==> config.mk <==
export PLATFORM = sky130hd
export DESIGN_NAME = pcd_top
export DESIGN_NICKNAME = d
export VERILOG_FILES = /design/src/pcd_pkg.sv /design/src/pcd_stream_if.sv /design/src/pcd_fifo.sv /design/src/pcd_top.sv
export SDC_FILE = /design/constraint.sdc
export NUM_CORES = 1
export LEC_CHECK = 0
export BUFFER_PORTS_ARGS = -buffer_cell sky130_fd_sc_hd__buf_2
export CORE_ASPECT_RATIO = 2
export CORE_MARGIN = 2
export CORE_UTILIZATION = 43
export CTS_CLUSTER_SIZE = 16
export DETAILED_ROUTE_END_ITERATION = 12
export MAX_ROUTING_LAYER = met4
export PLACE_DENSITY = 0.63
export REMOVE_ABC_BUFFERS = 1
export SLEW_MARGIN = 20
export SYNTH_ARGS = -nofsm -noshare
export SYNTH_HDL_FRONTEND = slang
export SYNTH_SLANG_ARGS = --single-unit
==> constraint.sdc <==
create_clock -name clk -period 3.97 [get_ports clk]
set_clock_uncertainty 0.1 [all_clocks]
set_input_delay 0.1985 -clock clk [delete_from_list [all_inputs] [get_ports clk]]
set_output_delay 0.1985 -clock clk [all_outputs]
set_load 0.005 [all_outputs]
==> src/pcd_pkg.sv <==
// Shared constants for the printer character decoder
package pcd_pkg;

  // ****************************************************************
  // Character format
  // ****************************************************************
  localparam int unsigned CODE_W = 7;             // Data bits per char
  localparam int unsigned CHAR_W = CODE_W + 1;    // Data plus parity
  localparam int unsigned BIT_CNT_W = 3;          // Counts 8 serial bits
  localparam logic [2:0]  BIT_LAST = 3'h7;        // Index of parity bit

  // ****************************************************************
  // Column and row fields of a code
  // ****************************************************************
  localparam int unsigned COLUMN_LSB = 4;         // Bits 6..4 = column
  localparam int unsigned ROW_MSB = 3;            // Bits 3..0 = row
  localparam logic [2:0]  COL_CTRL = 3'h0;        // Control column
  localparam logic [2:0]  COL_SPACE = 3'h2;       // Column holding space
  localparam logic [3:0]  ROW_LINE_FEED = 4'ha;
  localparam logic [3:0]  ROW_FORM_FEED = 4'hc;
  localparam logic [3:0]  ROW_CAR_RET = 4'hd;
  localparam logic [3:0]  ROW_SPACE = 4'h0;
  localparam logic [6:0]  DELETE_CODE = 7'h7f;

  // ****************************************************************
  // Font halves of the print wheel
  // ****************************************************************
  localparam logic [6:0]  LEFT_FIRST = 7'h21;     // First left graphic
  localparam logic [6:0]  LEFT_LAST = 7'h5f;      // 63rd left graphic
  localparam logic [6:0]  RIGHT_FIRST = 7'h60;    // First right graphic
  localparam logic [6:0]  RIGHT_LAST = 7'h7e;     // 31st right graphic
  localparam logic [6:0]  LEFT_BIAS = 7'h20;      // Code minus bias = pos
  localparam logic [6:0]  RIGHT_BIAS = 7'h40;     // Right pos 32..62

  // ****************************************************************
  // Carriage and paper pacing
  // ****************************************************************
  localparam logic [7:0]  COL_WRAP = 8'h86;       // 132 columns plus two
  localparam logic [7:0]  COL_RESET = 8'h00;
  localparam int unsigned CLK_PERIOD_NS = 5;
  localparam int unsigned LF_MIN_NS = 33_333_334; // 1/30 s per line
  localparam int unsigned LF_PACE_CYC =
    (LF_MIN_NS + CLK_PERIOD_NS - 1) / CLK_PERIOD_NS;
  localparam int unsigned FIFO_DEPTH = 4;
  localparam bit          ODD_PARITY = 1'b1;      // Parity sense

  typedef enum logic [1:0] {
    PCD_CLS_IGNORE = 2'b00,
    PCD_CLS_CTRL   = 2'b01,
    PCD_CLS_LEFT   = 2'b10,
    PCD_CLS_RIGHT  = 2'b11
  } pcd_class_t;

  typedef struct packed {
    pcd_class_t cls;
    logic [6:0] pos;
  } pcd_wheel_t;

  // Fixed code to wheel table: font half and sequence position
  function automatic pcd_wheel_t pcd_wheel_lookup(input logic [6:0] code);
    pcd_wheel_t w;
    w.cls = PCD_CLS_IGNORE;
    w.pos = 7'h00;
    if (code >= LEFT_FIRST && code <= LEFT_LAST) begin
      w.cls = PCD_CLS_LEFT;
      w.pos = code - LEFT_BIAS;
    end else if (code >= RIGHT_FIRST && code <= RIGHT_LAST) begin
      w.cls = PCD_CLS_RIGHT;
      w.pos = code - RIGHT_BIAS;
    end
    return w;
  endfunction

endpackage

==> src/pcd_stream_if.sv <==
// Valid/ready character stream between decoder modules
`timescale 1ns/1ps
interface pcd_stream_if #(parameter int unsigned W = 8);
  logic         valid;
  logic         ready;
  logic [W-1:0] data;
  modport src (output valid, output data, input ready);
  modport snk (input valid, input data, output ready);
endinterface

==> src/pcd_fifo.sv <==
// Small character FIFO with valid/ready on both sides
`timescale 1ns/1ps
module pcd_fifo #(
  parameter int unsigned W     = 8,
  parameter int unsigned DEPTH = 4
) (
  input wire logic   clk,    // System clock
  input wire logic   rst_n,  // Async reset, active low
  pcd_stream_if.snk  wr_s,   // Filling side
  pcd_stream_if.src  rd_s    // Draining side
);

  localparam int unsigned AW = $clog2(DEPTH);

  logic [W-1:0] mem [DEPTH];
  logic [AW:0]  wr_ptr;
  logic [AW:0]  rd_ptr;
  logic [AW:0]  next_wr_ptr;
  logic [AW:0]  next_rd_ptr;
  logic         full;
  logic         empty;

  // ****************************************************************
  // Flags from pointers with one wrap bit
  // ****************************************************************
  assign empty = (wr_ptr == rd_ptr);
  assign full  = (wr_ptr[AW] != rd_ptr[AW]) &&
                 (wr_ptr[AW-1:0] == rd_ptr[AW-1:0]);
  assign wr_s.ready = !full;
  assign rd_s.valid = !empty;
  assign rd_s.data  = mem[rd_ptr[AW-1:0]];

  // Pointer advance on handshakes
  always_comb begin
    next_wr_ptr = wr_ptr;
    next_rd_ptr = rd_ptr;
    if (wr_s.valid && !full) begin
      next_wr_ptr = wr_ptr + 1'b1;
    end
    if (rd_s.ready && !empty) begin
      next_rd_ptr = rd_ptr + 1'b1;
    end
  end

  always_ff @(posedge clk or negedge rst_n) begin
    if (!rst_n) begin
      wr_ptr <= '0;
      rd_ptr <= '0;
    end else begin
      wr_ptr <= next_wr_ptr;
      rd_ptr <= next_rd_ptr;
    end
  end

  // Storage needs no reset; empty flag hides stale words
  always_ff @(posedge clk) begin
    if (wr_s.valid && !full) begin
      mem[wr_ptr[AW-1:0]] <= wr_s.data;
    end
  end

endmodule

==> src/pcd_top.sv <==
// Character decoder and paper-advance control for the incremental printer
//
// Notes on behaviour
// - Every character is seven code bits plus one parity bit.
// - Top three code bits select column, low four bits select row.
// - LF, FF, CR and space drive controls only, never a hammer strike.
// - Each line feed advances paper exactly one line.
// - Back-to-back line feeds are paced to at most 30 lines per second.
// - Low paper lights forms-end lamp and halts all printing.
// - The 63 uppercase-set graphics go to the left font half.
// - The 31 lowercase-set graphics go to the right font half.
// - Left wheel positions 64 to 72 are never selected.
// - Right wheel positions 1-31 and 63-72 are never selected.
// - Carriage return goes to left margin without moving paper.
// - Passing column 134 forces automatic CR and LF, no error shown.
// - Busy is shown while a character is being received.
`timescale 1ns/1ps
module pcd_top #(
  parameter int unsigned LF_PACE = pcd_pkg::LF_PACE_CYC,
  parameter int unsigned DEPTH   = pcd_pkg::FIFO_DEPTH
) (
  input  wire logic       clk,             // 200 MHz system clock
  input  wire logic       rst_n,           // Async reset, active low
  input  wire logic       ser_sel,         // Printer addressed, pin
  input  wire logic       ser_strobe,      // Bit strobe, rising edge, pin
  input  wire logic       ser_bit,         // Serial data bit, pin
  input  wire logic       forms_low,       // Paper nearly out, pin
  input  wire logic       mech_ready,      // Mechanism idle, pin
  output logic            busy,            // Receiving or cannot accept
  output logic            parity_err,      // Last character bad parity
  output logic            print_go,        // Hammer strike pulse
  output logic            print_right,     // Font half: 1 = right
  output logic [6:0]      print_pos,       // Wheel sequence position
  output logic            lf_go,           // One-line advance pulse
  output logic            cr_go,           // Carriage return pulse
  output logic            ff_go,           // Form feed pulse
  output logic            space_go,        // Carriage step pulse
  output logic            forms_end_lamp   // Forms-end indicator
);

  localparam int unsigned PW = $clog2(LF_PACE + 1);
  localparam logic [PW-1:0] PACE_LOAD = PW'(LF_PACE - 1);

  // ****************************************************************
  // Pin synchronisers
  // ****************************************************************
  logic [4:0] sync_a;
  logic [4:0] sync_b;
  logic       sel_s;
  logic       strobe_s;
  logic       bit_s;
  logic       low_s;
  logic       mrdy_s;
  logic       strobe_d;

  // Two flops each; only the second stage feeds logic
  always_ff @(posedge clk or negedge rst_n) begin
    if (!rst_n) begin
      sync_a   <= 5'h00;
      sync_b   <= 5'h00;
      strobe_d <= 1'b0;
    end else begin
      sync_a   <= {ser_sel, ser_strobe, ser_bit, forms_low, mech_ready};
      sync_b   <= sync_a;
      strobe_d <= strobe_s;
    end
  end
  assign {sel_s, strobe_s, bit_s, low_s, mrdy_s} = sync_b;

  // ****************************************************************
  // Serial receiver
  // ****************************************************************
  pcd_stream_if #(.W(pcd_pkg::CHAR_W)) in_s ();
  pcd_stream_if #(.W(pcd_pkg::CHAR_W)) out_s ();

  logic [pcd_pkg::CHAR_W-1:0]    shreg;
  logic [pcd_pkg::CHAR_W-1:0]    next_shreg;
  logic [pcd_pkg::BIT_CNT_W-1:0] bit_cnt;
  logic [pcd_pkg::BIT_CNT_W-1:0] next_bit_cnt;
  logic                          push;
  logic                          next_push;
  logic                          strobe_rise;

  assign strobe_rise = strobe_s && !strobe_d;

  // Shift in LSB first; parity lands in the top bit
  always_comb begin
    next_shreg   = shreg;
    next_bit_cnt = bit_cnt;
    next_push    = push && !in_s.ready;
    if (!sel_s) begin
      next_bit_cnt = '0;
    end else if (strobe_rise && !next_push) begin
      next_shreg   = {bit_s, shreg[pcd_pkg::CHAR_W-1:1]};
      next_bit_cnt = bit_cnt + 1'b1;
      if (bit_cnt == pcd_pkg::BIT_LAST) begin
        next_push = 1'b1;
      end
    end
  end

  always_ff @(posedge clk or negedge rst_n) begin
    if (!rst_n) begin
      shreg   <= '0;
      bit_cnt <= '0;
      push    <= 1'b0;
    end else begin
      shreg   <= next_shreg;
      bit_cnt <= next_bit_cnt;
      push    <= next_push;
    end
  end

  assign in_s.valid = push;
  assign in_s.data  = shreg;
  // No character is taken while a word waits for FIFO room
  assign busy = (bit_cnt != '0) || push || !in_s.ready;

  pcd_fifo #(.W(pcd_pkg::CHAR_W), .DEPTH(DEPTH)) u_fifo (
    .clk   (clk),
    .rst_n (rst_n),
    .wr_s  (in_s),
    .rd_s  (out_s)
  );

  // ****************************************************************
  // Decoder and carriage control
  // ****************************************************************
  logic [6:0]          code;
  logic [2:0]          col_idx;
  logic [3:0]          row_idx;
  logic                is_lf;
  logic                is_ff;
  logic                is_cr;
  logic                is_sp;
  logic                par_ok;
  pcd_pkg::pcd_wheel_t wheel;
  logic                pace_idle;
  logic                take;
  logic                fire_auto;
  logic [7:0]          col;
  logic [7:0]          next_col;
  logic [PW-1:0]       pace;
  logic [PW-1:0]       next_pace;
  logic                auto_pend;
  logic                next_auto_pend;
  logic                next_parity_err;
  logic                next_print_go;
  logic                next_print_right;
  logic [6:0]          next_print_pos;
  logic                next_lf_go;
  logic                next_cr_go;
  logic                next_ff_go;
  logic                next_space_go;

  assign code    = out_s.data[pcd_pkg::CODE_W-1:0];
  assign col_idx = code[pcd_pkg::CODE_W-1:pcd_pkg::COLUMN_LSB];
  assign row_idx = code[pcd_pkg::ROW_MSB:0];
  assign is_lf   = (col_idx == pcd_pkg::COL_CTRL) &&
                   (row_idx == pcd_pkg::ROW_LINE_FEED);
  assign is_ff   = (col_idx == pcd_pkg::COL_CTRL) &&
                   (row_idx == pcd_pkg::ROW_FORM_FEED);
  assign is_cr   = (col_idx == pcd_pkg::COL_CTRL) &&
                   (row_idx == pcd_pkg::ROW_CAR_RET);
  assign is_sp   = (col_idx == pcd_pkg::COL_SPACE) &&
                   (row_idx == pcd_pkg::ROW_SPACE);
  assign par_ok  = ((^out_s.data) == pcd_pkg::ODD_PARITY);
  assign wheel   = pcd_pkg::pcd_wheel_lookup(code);
  assign pace_idle = (pace == '0);

  // Low paper freezes both the queue and the automatic wrap
  assign fire_auto = auto_pend && mrdy_s && pace_idle && !low_s;
  // A line feed waits in the queue until pacing lets it through
  assign take = out_s.valid && !auto_pend && mrdy_s && !low_s &&
                (!is_lf || pace_idle);
  assign out_s.ready = take;

  // Each accepted character yields at most one mechanism action
  always_comb begin
    next_col         = col;
    next_pace        = pace_idle ? pace : pace - 1'b1;
    next_auto_pend   = auto_pend;
    next_parity_err  = parity_err;
    next_print_go    = 1'b0;
    next_print_right = print_right;
    next_print_pos   = print_pos;
    next_lf_go       = 1'b0;
    next_cr_go       = 1'b0;
    next_ff_go       = 1'b0;
    next_space_go    = 1'b0;
    if (fire_auto) begin
      next_cr_go     = 1'b1;
      next_lf_go     = 1'b1;
      next_col       = pcd_pkg::COL_RESET;
      next_pace      = PACE_LOAD;
      next_auto_pend = 1'b0;
    end else if (take) begin
      next_parity_err = !par_ok;
      if (!par_ok) begin
        next_col = col;                  // Bad characters are dropped
      end else if (is_lf) begin
        next_lf_go = 1'b1;
        next_pace  = PACE_LOAD;
      end else if (is_cr) begin
        next_cr_go = 1'b1;
        next_col   = pcd_pkg::COL_RESET;
      end else if (is_ff) begin
        next_ff_go = 1'b1;
        next_col   = pcd_pkg::COL_RESET;
      end else if (is_sp) begin
        next_space_go = 1'b1;
        next_col      = col + 1'b1;
      end else begin
        case (wheel.cls)
          pcd_pkg::PCD_CLS_LEFT: begin
            next_print_go    = 1'b1;
            next_print_right = 1'b0;
            next_print_pos   = wheel.pos;
            next_col         = col + 1'b1;
          end
          pcd_pkg::PCD_CLS_RIGHT: begin
            next_print_go    = 1'b1;
            next_print_right = 1'b1;
            next_print_pos   = wheel.pos;
            next_col         = col + 1'b1;
          end
          default: begin
            next_col = col;              // Other controls and delete
          end
        endcase
      end
      if (next_col == pcd_pkg::COL_WRAP) begin
        next_auto_pend = 1'b1;
      end
    end
  end

  always_ff @(posedge clk or negedge rst_n) begin
    if (!rst_n) begin
      col            <= pcd_pkg::COL_RESET;
      pace           <= '0;
      auto_pend      <= 1'b0;
      parity_err     <= 1'b0;
      print_go       <= 1'b0;
      print_right    <= 1'b0;
      print_pos      <= 7'h00;
      lf_go          <= 1'b0;
      cr_go          <= 1'b0;
      ff_go          <= 1'b0;
      space_go       <= 1'b0;
      forms_end_lamp <= 1'b0;
    end else begin
      col            <= next_col;
      pace           <= next_pace;
      auto_pend      <= next_auto_pend;
      parity_err     <= next_parity_err;
      print_go       <= next_print_go;
      print_right    <= next_print_right;
      print_pos      <= next_print_pos;
      lf_go          <= next_lf_go;
      cr_go          <= next_cr_go;
      ff_go          <= next_ff_go;
      space_go       <= next_space_go;
      forms_end_lamp <= low_s;
    end
  end

endmodule

; ---- Yosys cells after proc, flatten, opt, wreduce, memory -nomap -nowiden
; Memories as Yosys holds them, arrays and structs flattened.
; Cells that the tools add are included.
[word_totals]
out_inout_bits = 16
n_memories = 1
input_bits = 7
ramBits = 32
wordCells = 151
reg_bits = 76
[op_classes]
mux = 58
reduce_logical = 44
n_eq_ne = 12
order_cmp = 4
bitwise = 5
addsub = 7
[mem_list]
columns = name, depth, width, rd, rd_ports_with_merged_regs, wr, line
row1 = u_fifo.mem, 4, 8, 1, 0, 1, pcd_fifo.sv:15  ; logic [W-1:0] mem [DEPTH];
[op_table]
columns = cell, n
row1 = $mux W23, 5
row2 = $mux W8, 10
row3 = $mux W1, 38
row4 = $logic_not A23 Y1, 1
row5 = $sub A23 B1 Y23 const B, 1
row6 = $logic_and A1 B1 Y1, 19
row7 = $mux W9, 2
row8 = $reduce_and A8 Y1, 2
row9 = $le A7 B7 Y1 const B, 2
row10 = $eq A4 B4 Y1 const B, 3
row11 = $add A3 B1 Y3 const B, 3
row12 = $add A8 B1 Y8 const B, 1
row13 = $eq A8 B8 Y1 const B, 1
row14 = $logic_not A1 Y1, 8
row15 = $reduce_xor A8 Y1, 1
row16 = $ge A7 B6 Y1 const B, 1
row17 = $ge A7 B7 Y1 const B, 1
row18 = $sub A7 B6 Y7 const B, 1
row19 = $sub A7 B7 Y7 const B, 1
row20 = $mux W3, 2
row21 = $reduce_and A2 Y1, 3
row22 = $reduce_bool A2 Y1, 3
row23 = $not A1 Y1, 5
row24 = $eq A2 B2 Y1 const B, 2
row25 = other kinds (12), 14

; ---- Longest topological paths before layout
; Gate-level depths: netlist (run 1).
; An unclocked memory read counts as a cell.
[logic_depth]
depth_word = 19
depth_mapped = 13
depth_no_buf = 11

; ---- Cells and area by module
; From an unflattened synthesis (run 1), not the netlist that was laid out.
[hier_totals]
hier_cells = 438
hier_area_um2 = 5223.8
[modules_own_cells]
columns = module, area_each_um2, seq_area_each_um2, cells_each, instances
row1 = pcd_top, 3585.9, 1751.7, 348, 1
row2 = pcd_fifo, 1637.8, 1111.1, 90, 1

; ---- Worst setup path after synthesis (run 1)
; No wires, ideal clock.
[synth_path]
kind = reg-to-reg
from = register u_fifo.rd_ptr[0]
to = register auto_pend
path_slack_ns = 0.331
setup_time_ns = 0.092
required_time_ns = 3.778
arrival_time_ns = 3.448
path_stages_with_launch = 13
n_path_buf = 1
period_less_slack_ns = 3.639
path_cell_list = dfrtp_1 -> buf_6 -> mux4_1 -> inv_1 -> ha_1 -> xnor3_1 -> xnor2_2 -> mux2i_1 -> or4_1 -> a21oi_2 -> xnor2_1 -> a21oi_1 -> o31ai_2
[synth_between]
elab_chain_cells = 18
word_cells_on_any_way = 43
cone_classes = 4 x order compare / 8 x eq/ne / 10 x mux / 20 x reduce/logical / 1 x memory
[synth_rtl]
columns = item, line
row1 = "start, declared", pcd_fifo.sv:17  ; logic [AW:0] rd_ptr;
row2 = "start signal, assigned", pcd_fifo.sv:51  ; rd_ptr <= next_rd_ptr;
row3 = $mem_v2 Z4 W8, --
row4 = $ge A7 B7 Y1 / $le A7 B7 Y1 (equally long branches), pcd_pkg.sv:67  ; end else if (code >= RIGHT_FIRST && code <= RIGHT_LAST) begin
row5 = $logic_and A1 B1 Y1, pcd_pkg.sv:67
row6 = $mux W9, pcd_pkg.sv:67
row7 = $mux W9, pcd_pkg.sv:64  ; if (code >= LEFT_FIRST && code <= LEFT_LAST) begin
row8 = $eq A2 B2 Y1, pcd_top.sv:214  ; case (wheel.cls)
row9 = $reduce_or A2 Y1 (no source line), --
row10 = $mux W8, --
row11 = [... 2 more ...], --
row12 = $mux W8, pcd_top.sv:204  ; end else if (is_cr) begin
row13 = $mux W8, pcd_top.sv:201  ; end else if (is_lf) begin
row14 = $mux W8, pcd_top.sv:199  ; if (!par_ok) begin
row15 = $mux W8, pcd_top.sv:197  ; end else if (take) begin
row16 = $mux W8, pcd_top.sv:191  ; if (fire_auto) begin
row17 = $eq A8 B8 Y1, pcd_top.sv:232  ; if (next_col == pcd_pkg::COL_WRAP) begin
row18 = $reduce_bool A2 Y1 (no source line), --
row19 = $reduce_and A2 Y1 (no source line) (*), --
row20 = "end signal, assigned", pcd_top.sv:255  ; auto_pend <= next_auto_pend;
row21 = "end, declared", pcd_top.sv:145  ; logic auto_pend;
; Every way passes the cells marked *; elsewhere a longest branch is shown, timed or not. The select of a mux whose other input is x is not followed.
; A chain may end at the register's enable or synchronous reset.

; ---- Worst setup path in the final report (run 1)
; Ends and elaborated chain as after synthesis.

==> impl_metrics.csv, run 1 <==
group,metric,value,unit
critical_path,worstSetupPathType,"flip-flop to flip-flop",
global_routing,grt_max_degree,77,
routing,wl_met1,3600,µm
power,cellPowerDensity,562,mW/mm²
flow_run,drv_cap,0,
placed_design,gp_congestion,0.821,
cells_and_area,fillers,1052,
global_routing,grt-ovfl-total,0,
logic_synthesis,synth-seq-cells,108,
sta,tightest_slew,0.973,ns
routing,wl_met2,5280,µm
critical_path,start_kind,"flip-flop",
hold_path,hold_path_end,"sync_b[3]$_DFF_PN0_",
global_routing,antenna_found_initial,0,
cells_and_area,final_cell_count_no_fill,589,
logic_synthesis,ys_seq_area_frac,0.565,
sta,worst_slack,0.232,ns
sta,max_freq,0.268,GHz
critical_path,crit_chain,"mux4_1 -> buf_4 -> ha_1 -> and3_1 -> or4_1 -> nor4_2 -> o31a_2 -> a21oi_1 -> a311oi_1 -> nand4_1 -> o31ai_2",
routing,viasPerCell,5.34,
clocking,cts_tree,"done",
global_routing,grt_pass1_vias,3284,
sta,finalCritPeriodShare,0.942,
global_routing,grt_use_total,0.168,
cells_and_area,drive_above_1_share,0.200,
sta,setup_viol,0,
sta,report.final.hold_viol_count,0,
cells_and_area,fin_util,0.495,
die,die-area,0.0127,mm²
clocking,clk_path_buf_depth,2,
die,die_width,80.7,µm
logic_synthesis,ys_warn_count,0,
die,core_area,0.0116,mm²
hold_path,min_from,"sync_a[3]$_DFF_PN0_",
outcome,status,"finished, final reports clean",
sta,final.min_clock_period,3.74,ns
logic_synthesis,netlist_instances,400,
sta,rsz0062_at_grt,"false",
critical_path,max_stage_delay,0.61,ns
clocking,clock_latency,0.35,ns
routing,post-route-drc-count,0,
sta,fin_hold_ws,0.252,ns
critical_path,crit_family,"compound AO/OA/AOI/OAI gates",
cells_and_area,area_growth_syn_to_layout,13.6,%
routing,route.antenna.remaining_nets,0,
die,pin_count,23,
logic_synthesis,synth_cell_types,65,
critical_path,worstPathRequired,4.12,ns
routing,wl_met3,166,µm
logic_synthesis,syn_area,0.00506,mm²
cells_and_area,final_nets,469,
placed_design,dpl_worst_slack,0.159,ns
sta,maxSlewViolCount,0,
logic_synthesis,synth_edf_count,32,
critical_path,cp.arrival,3.89,ns
placed_design,postPlaceCellArea,0.00538,mm²
critical_path,critPathCaptureType,"flip-flop",
routing,wl,9340,µm
logic_synthesis,ys_async_sr_fraction,0.704,
die,die_h,157,µm
clocking,cts_root_buf,"clkbuf_16",
routing,wl_per_cell,15.9,µm
critical_path,r2r_slack,0.23,ns
logic_synthesis,ys.flop_type,"dfrtp_1",
die,initial_core_util,0.435,
power,total_power,3.24,mW
clocking,cts_made_buffers,9,
sta,relSlewSlack,0.352,
critical_path,critical_path_buf_inv_count,1,
power,leakage,2.57,nW
critical_path,cp_max_fo,10,
die,rows,56,
logic_synthesis,syn_area_per_cell,12.7,µm²
hold_path,hp-class,"flip-flop to flip-flop",
critical_path,reg2reg_from,"u_fifo.rd_ptr[0]$_DFFE_PN0P_",
clocking,h-tree-depth,3,
power,ir_worst_vdd,0.000216,V
routing,highest_layer,"met4",
critical_path,cp_slowest_cell,"mux4_1",
placed_design,hpwlAfterDp,6830,µm
placed_design,dp_cells,567,
cells_and_area,num_antenna_cells,0,
cells_and_area,final_area,0.00576,mm²
critical_path,rr_worst_depth,11,
routing,drt_iter0_markers,74,
placed_design,port_buffers,22,
sta,fin_setup_tns,0,ns
clocking,cts.sink_count,108,
routing,drt_first_pass_iters,4,
global_routing,grt_pass1_wl,15900,µm
hold_path,hold_depth,0,
routing,vias,3147,
critical_path,r2r-end,"auto_pend$_DFFE_PN0P_",
clocking,cts.clk_slew.worst_paths,0.07,ns
[metal layers]
metal	up-vias	GRT usage
met1	1564	0.181
met3	18	0.0212
met2	40	0.300
met5	-	-
li1	1525	-
met4	0	0.0783
[kinds of logic after synthesis]
| logic type | after synthesis | share of synthesized area |
|---|---|---|
| buf+inv | 33 | 0.0282 |
| flops | 108 | 0.565 |
| compound gates | 56 | 0.0778 |
| simple gates | 123 | 0.138 |
| fa+ha+maj | 23 | 0.0568 |
| xor+xnor | 29 | 0.0543 |
| mux | 28 | 0.0795 |
[flip-flops by register name, summed over array words and instances (netlist names), 3 cells and up]
signal / cells
u_fifo.mem: 32
pace: 23
col: 8
in_s.data: 8
print_pos: 7
sync_a: 5
sync_b: 5
bit_cnt: 3
u_fifo.rd_ptr: 3
u_fifo.wr_ptr: 3
[report_power, final]
group          switching (mW)  internal (mW)
Clock                   0.432          0.481
Combinational           0.409          0.397
Sequential              0.173           1.34
[placed cells by master, fill, tap and decap left out, drive strengths merged, types with 10 or more instances in the layout]
master and instances:
buf 32, o21ai 14, xor2 12, nor2 17, xnor2 16, ha 23
mux2 15, and3 10, clkbuf 10, a21oi 13, inv 26, dfrtp 76
edfxtp 32, nand2 35
[worst max path at each step]
stage	slack [ns]	cells after the start	endpoint	startpoint
5_1_grt	0.08	10	auto_pend$_DFFE_PN0P_	u_fifo.rd_ptr[1]$_DFFE_PN0P_
4_1_cts	0.12	11	auto_pend$_DFFE_PN0P_	u_fifo.rd_ptr[0]$_DFFE_PN0P_
6_report	0.23	11	auto_pend$_DFFE_PN0P_	u_fifo.rd_ptr[0]$_DFFE_PN0P_
2_1_floorplan	0.15	11	auto_pend$_DFFE_PN0P_	u_fifo.rd_ptr[0]$_DFFE_PN0P_
3_5_place_dp	0.16	11	auto_pend$_DFFE_PN0P_	u_fifo.rd_ptr[0]$_DFFE_PN0P_
3_3_place_gp	0.27	11	auto_pend$_DFFE_PN0P_	u_fifo.rd_ptr[0]$_DFFE_PN0P_
[worst register-to-register path, delay by kind of cell, from the launching register on]
family                     cells  cell delay (ns)
buffers and inverters          1             0.17
DFF                            1             0.49
adders and majority gates      1             0.23
and+or+nand+nor                4             0.94
AOI/OAI and AO/OA              4             1.10
muxes                          1             0.61
[area by class of cell]
cell class                      count  area (µm²)  share of cell area
Clock buffer                       10         250              0.0435
Inverter                           23        86.3              0.0150
Timing Repair Buffer               38         248              0.0430
Multi-Input combinational cell    259        2060               0.358
Sequential cell                   108        2860               0.498
Clock inverter                      6        62.6              0.0109
Tap cell                          145         181              0.0315
[cell usage after synthesis (all sizes together), types with 7 or more instances]
library cell / count / area, µm²
dfrtp: 76 / 1900
nand2: 35 / 131
edfxtp: 32 / 961
ha: 23 / 288
inv: 23 / 86.3
nor2: 17 / 71.3
xnor2: 16 / 148
mux2: 15 / 169
o21ai: 14 / 70.1
a21oi: 13 / 72.6
xor2: 12 / 105
and3: 10 / 62.6
mux4: 8 / 184
nand3: 8 / 40.0
and2: 7 / 43.8
[timing repair]
item	4_1_cts	5_1_grt
hold buffers	6	0
setup buffers	0	0
resized for setup	0	2
endpoints found under the hold margin	81	0
endpoints found under the setup margin	0	1
Note: power is estimated with default switching activity, not from simulation.
==> run 2: changes to the inputs <==
--- a/config.mk
+++ b/config.mk
@@ -5,14 +5,14 @@
 export SDC_FILE = /design/constraint.sdc
 export NUM_CORES = 1
 export LEC_CHECK = 0
-export BUFFER_PORTS_ARGS = -buffer_cell sky130_fd_sc_hd__buf_2
 export CORE_ASPECT_RATIO = 2
 export CORE_MARGIN = 2
 export CORE_UTILIZATION = 43
 export CTS_CLUSTER_SIZE = 16
 export DETAILED_ROUTE_END_ITERATION = 12
+export DONT_BUFFER_PORTS = 1
 export MAX_ROUTING_LAYER = met4
-export PLACE_DENSITY = 0.63
+export PLACE_DENSITY = 0.62
 export REMOVE_ABC_BUFFERS = 1
 export SLEW_MARGIN = 20
 export SYNTH_ARGS = -nofsm -noshare
==> impl_metrics.csv, run 2 (synthesis gave the netlist of run 1 again) <==
group,metric,value,unit
outcome,status,"finished, final reports clean",
cells_and_area,fillers,1055,
clocking,clock_latency,0.35,ns
cells_and_area,largest_reg_flops,32,
cells_and_area,layout_commonest_cell,"dfrtp_1",
placed_design,port_buffers,0,
power,ir_worst_vdd,0.000273,V
routing,wl_met3,201,µm
flow_run,drv_cap,0,
critical_path,critical_path_buf_inv_count,1,
critical_path,r2r_slack,0.25,ns
placed_design,postPlaceCellArea,0.00527,mm²
clocking,cts_tree,"done",
sta,fin_setup_tns,0,ns
power,power_frac_clock,0.278,
routing,vias,3076,
sta,relSlewSlack,0.660,
routing,drt_first_pass_iters,5,
clocking,cts_root_buf,"clkbuf_16",
routing,wl_met2,5440,µm
power,leakage,2.47,nW
sta,final.min_clock_period,3.72,ns
cells_and_area,num_antenna_cells,0,
clocking,post_cts_buffers,0,
routing,route.antenna.remaining_nets,0,
routing,post-route-drc-count,0,
critical_path,start_kind,"flip-flop",
global_routing,grt_max_degree,77,
hold_path,hp-class,"flip-flop to flip-flop",
power,switching_share,0.319,
routing,wl_per_cell,16.4,µm
critical_path,crit_family,"compound AO/OA/AOI/OAI gates",
critical_path,max_stage_delay,0.60,ns
critical_path,worstSetupPathType,"flip-flop to flip-flop",
sta,max_freq,0.268,GHz
power,seqPwrFrac,0.472,
critical_path,critPathCaptureType,"flip-flop",
routing,drt_iter0_markers,158,
clocking,h-tree-depth,3,
die,pin_count,23,
global_routing,grt_pass1_vias,3148,
routing,viasPerCell,5.42,
placed_design,gp_congestion,0.831,
sta,setup_viol,0,
power,switchingPower,1.02,mW
routing,wl_met1,3540,µm
cells_and_area,final_area,0.00566,mm²
sta,tightest_slew,0.505,ns
global_routing,grt_use_total,0.168,
clocking,cts.sink_count,108,
clocking,cts.clk_slew.worst_paths,0.08,ns
placed_design,hpwlAfterDp,6660,µm
die,die_h,157,µm
routing,wl,9320,µm
die,core_area,0.0116,mm²
cells_and_area,final_cell_mix,"75 x dfrtp_1, 35 x nand2_1, 32 x edfxtp_1, 23 x inv_1, 23 x ha_1",
routing,highest_layer,"met4",
power,p_int,2.19,mW
critical_path,crit_chain,"mux4_1 -> buf_4 -> ha_1 -> and3_1 -> or4_1 -> nor4_2 -> o31a_2 -> a21oi_1 -> a311oi_1 -> nand4_1 -> o31ai_2",
cells_and_area,final_nets,448,
critical_path,worstPathRequired,4.14,ns
die,die-area,0.0127,mm²
sta,report.final.hold_viol_count,0,
power,cellPowerDensity,567,mW/mm²
power,p_comb_frac,0.250,
sta,rsz0062_at_grt,"false",
global_routing,grt_pass1_wl,15600,µm
die,initial_core_util,0.435,
sta,finalCritPeriodShare,0.938,
die,rows,56,
clocking,cts_made_buffers,9,
global_routing,antenna_found_initial,0,
critical_path,cp_slowest_cell,"mux4_1",
die,die_width,80.7,µm
global_routing,grt-ovfl-total,0,
cells_and_area,area_growth_syn_to_layout,11.8,%
critical_path,cp_max_fo,10,
clocking,clk_path_buf_depth,2,
cells_and_area,drive_above_1_share,0.161,
critical_path,cp.arrival,3.89,ns
sta,maxSlewViolCount,0,
-- run 2: changes by cell type in the layout (fill, tap and decap cells not counted), sizes merged --
cell	previous run	this run
buf	32	11
clkbuf	10	9
inv	26	27
-- run 2: worst paths after layout --
| kind | startpoint | end | cells past startpoint |
|---|---|---|---|
| min reg2reg | sync_a[2]$_DFF_PN0_ | sync_b[2]$_DFF_PN0_ | 0 |
| max reg2reg | u_fifo.rd_ptr[0]$_DFFE_PN0P_ | auto_pend$_DFFE_PN0P_ | 11 |
| max in group asynchronous | rst_n | col[7]$_DFFE_PN0P_ | 2 |
| min in group asynchronous | rst_n | print_pos[3]$_DFFE_PN0P_ | 2 |
| min | sync_a[2]$_DFF_PN0_ | sync_b[2]$_DFF_PN0_ | 0 |
| max | u_fifo.rd_ptr[0]$_DFFE_PN0P_ | auto_pend$_DFFE_PN0P_ | 11 |
-- run 2: per-stage QoR --
step / utilization / cells / total power, mW / hold WS, ns / setup WS, ns
2_1_floorplan: - / 390 / 2.07 / -0.197 / 0.148
3_3_place_gp: 0.453 / 545 / 2.28 / -0.196 / 0.205
3_5_place_dp: 0.453 / 545 / 2.31 / -0.195 / 0.143
4_1_cts: 0.487 / 568 / 3.24 / 0.253 / 0.107
5_1_grt: 0.487 / 568 / 3.41 / 0.258 / 0.0276
6_report: 0.487 / 568 / 3.21 / 0.251 / 0.245
-- run 2: power groups by stage --
stage	clock network [mW]	registers [mW]	logic (mW)
global route	0.965	1.55	0.895
global placement	0	1.53	0.751
detailed placement	0	1.54	0.767
floorplan	0	1.50	0.571
finish	0.893	1.52	0.801
CTS	0.921	1.52	0.802
-- run 2: final cells by class --
class                      count  area, µm²  area share
timing repair buffer          17        163      0.0287
multi-input combinational    259       2060       0.364
clock inverter                 7       81.3      0.0144
sequential                   108       2860       0.506
clock buffer                   9        225      0.0398
tap                          145        181      0.0320
inverter                      23       86.3      0.0152
-- run 2: timing repair --
item / CTS / global route
endpoints found under the hold margin: 81 / 0
resized for setup: 0 / 2
hold buffers: 7 / 0
endpoints found under the setup margin: 0 / 1
-- run 2: per-layer routing --
metal  vias to the layer above  global-route usage
li1                       1482                   -
met1                      1551               0.169
met2                        35               0.309
met3                         8              0.0310
met4                         0              0.0694
met5                         -                   -
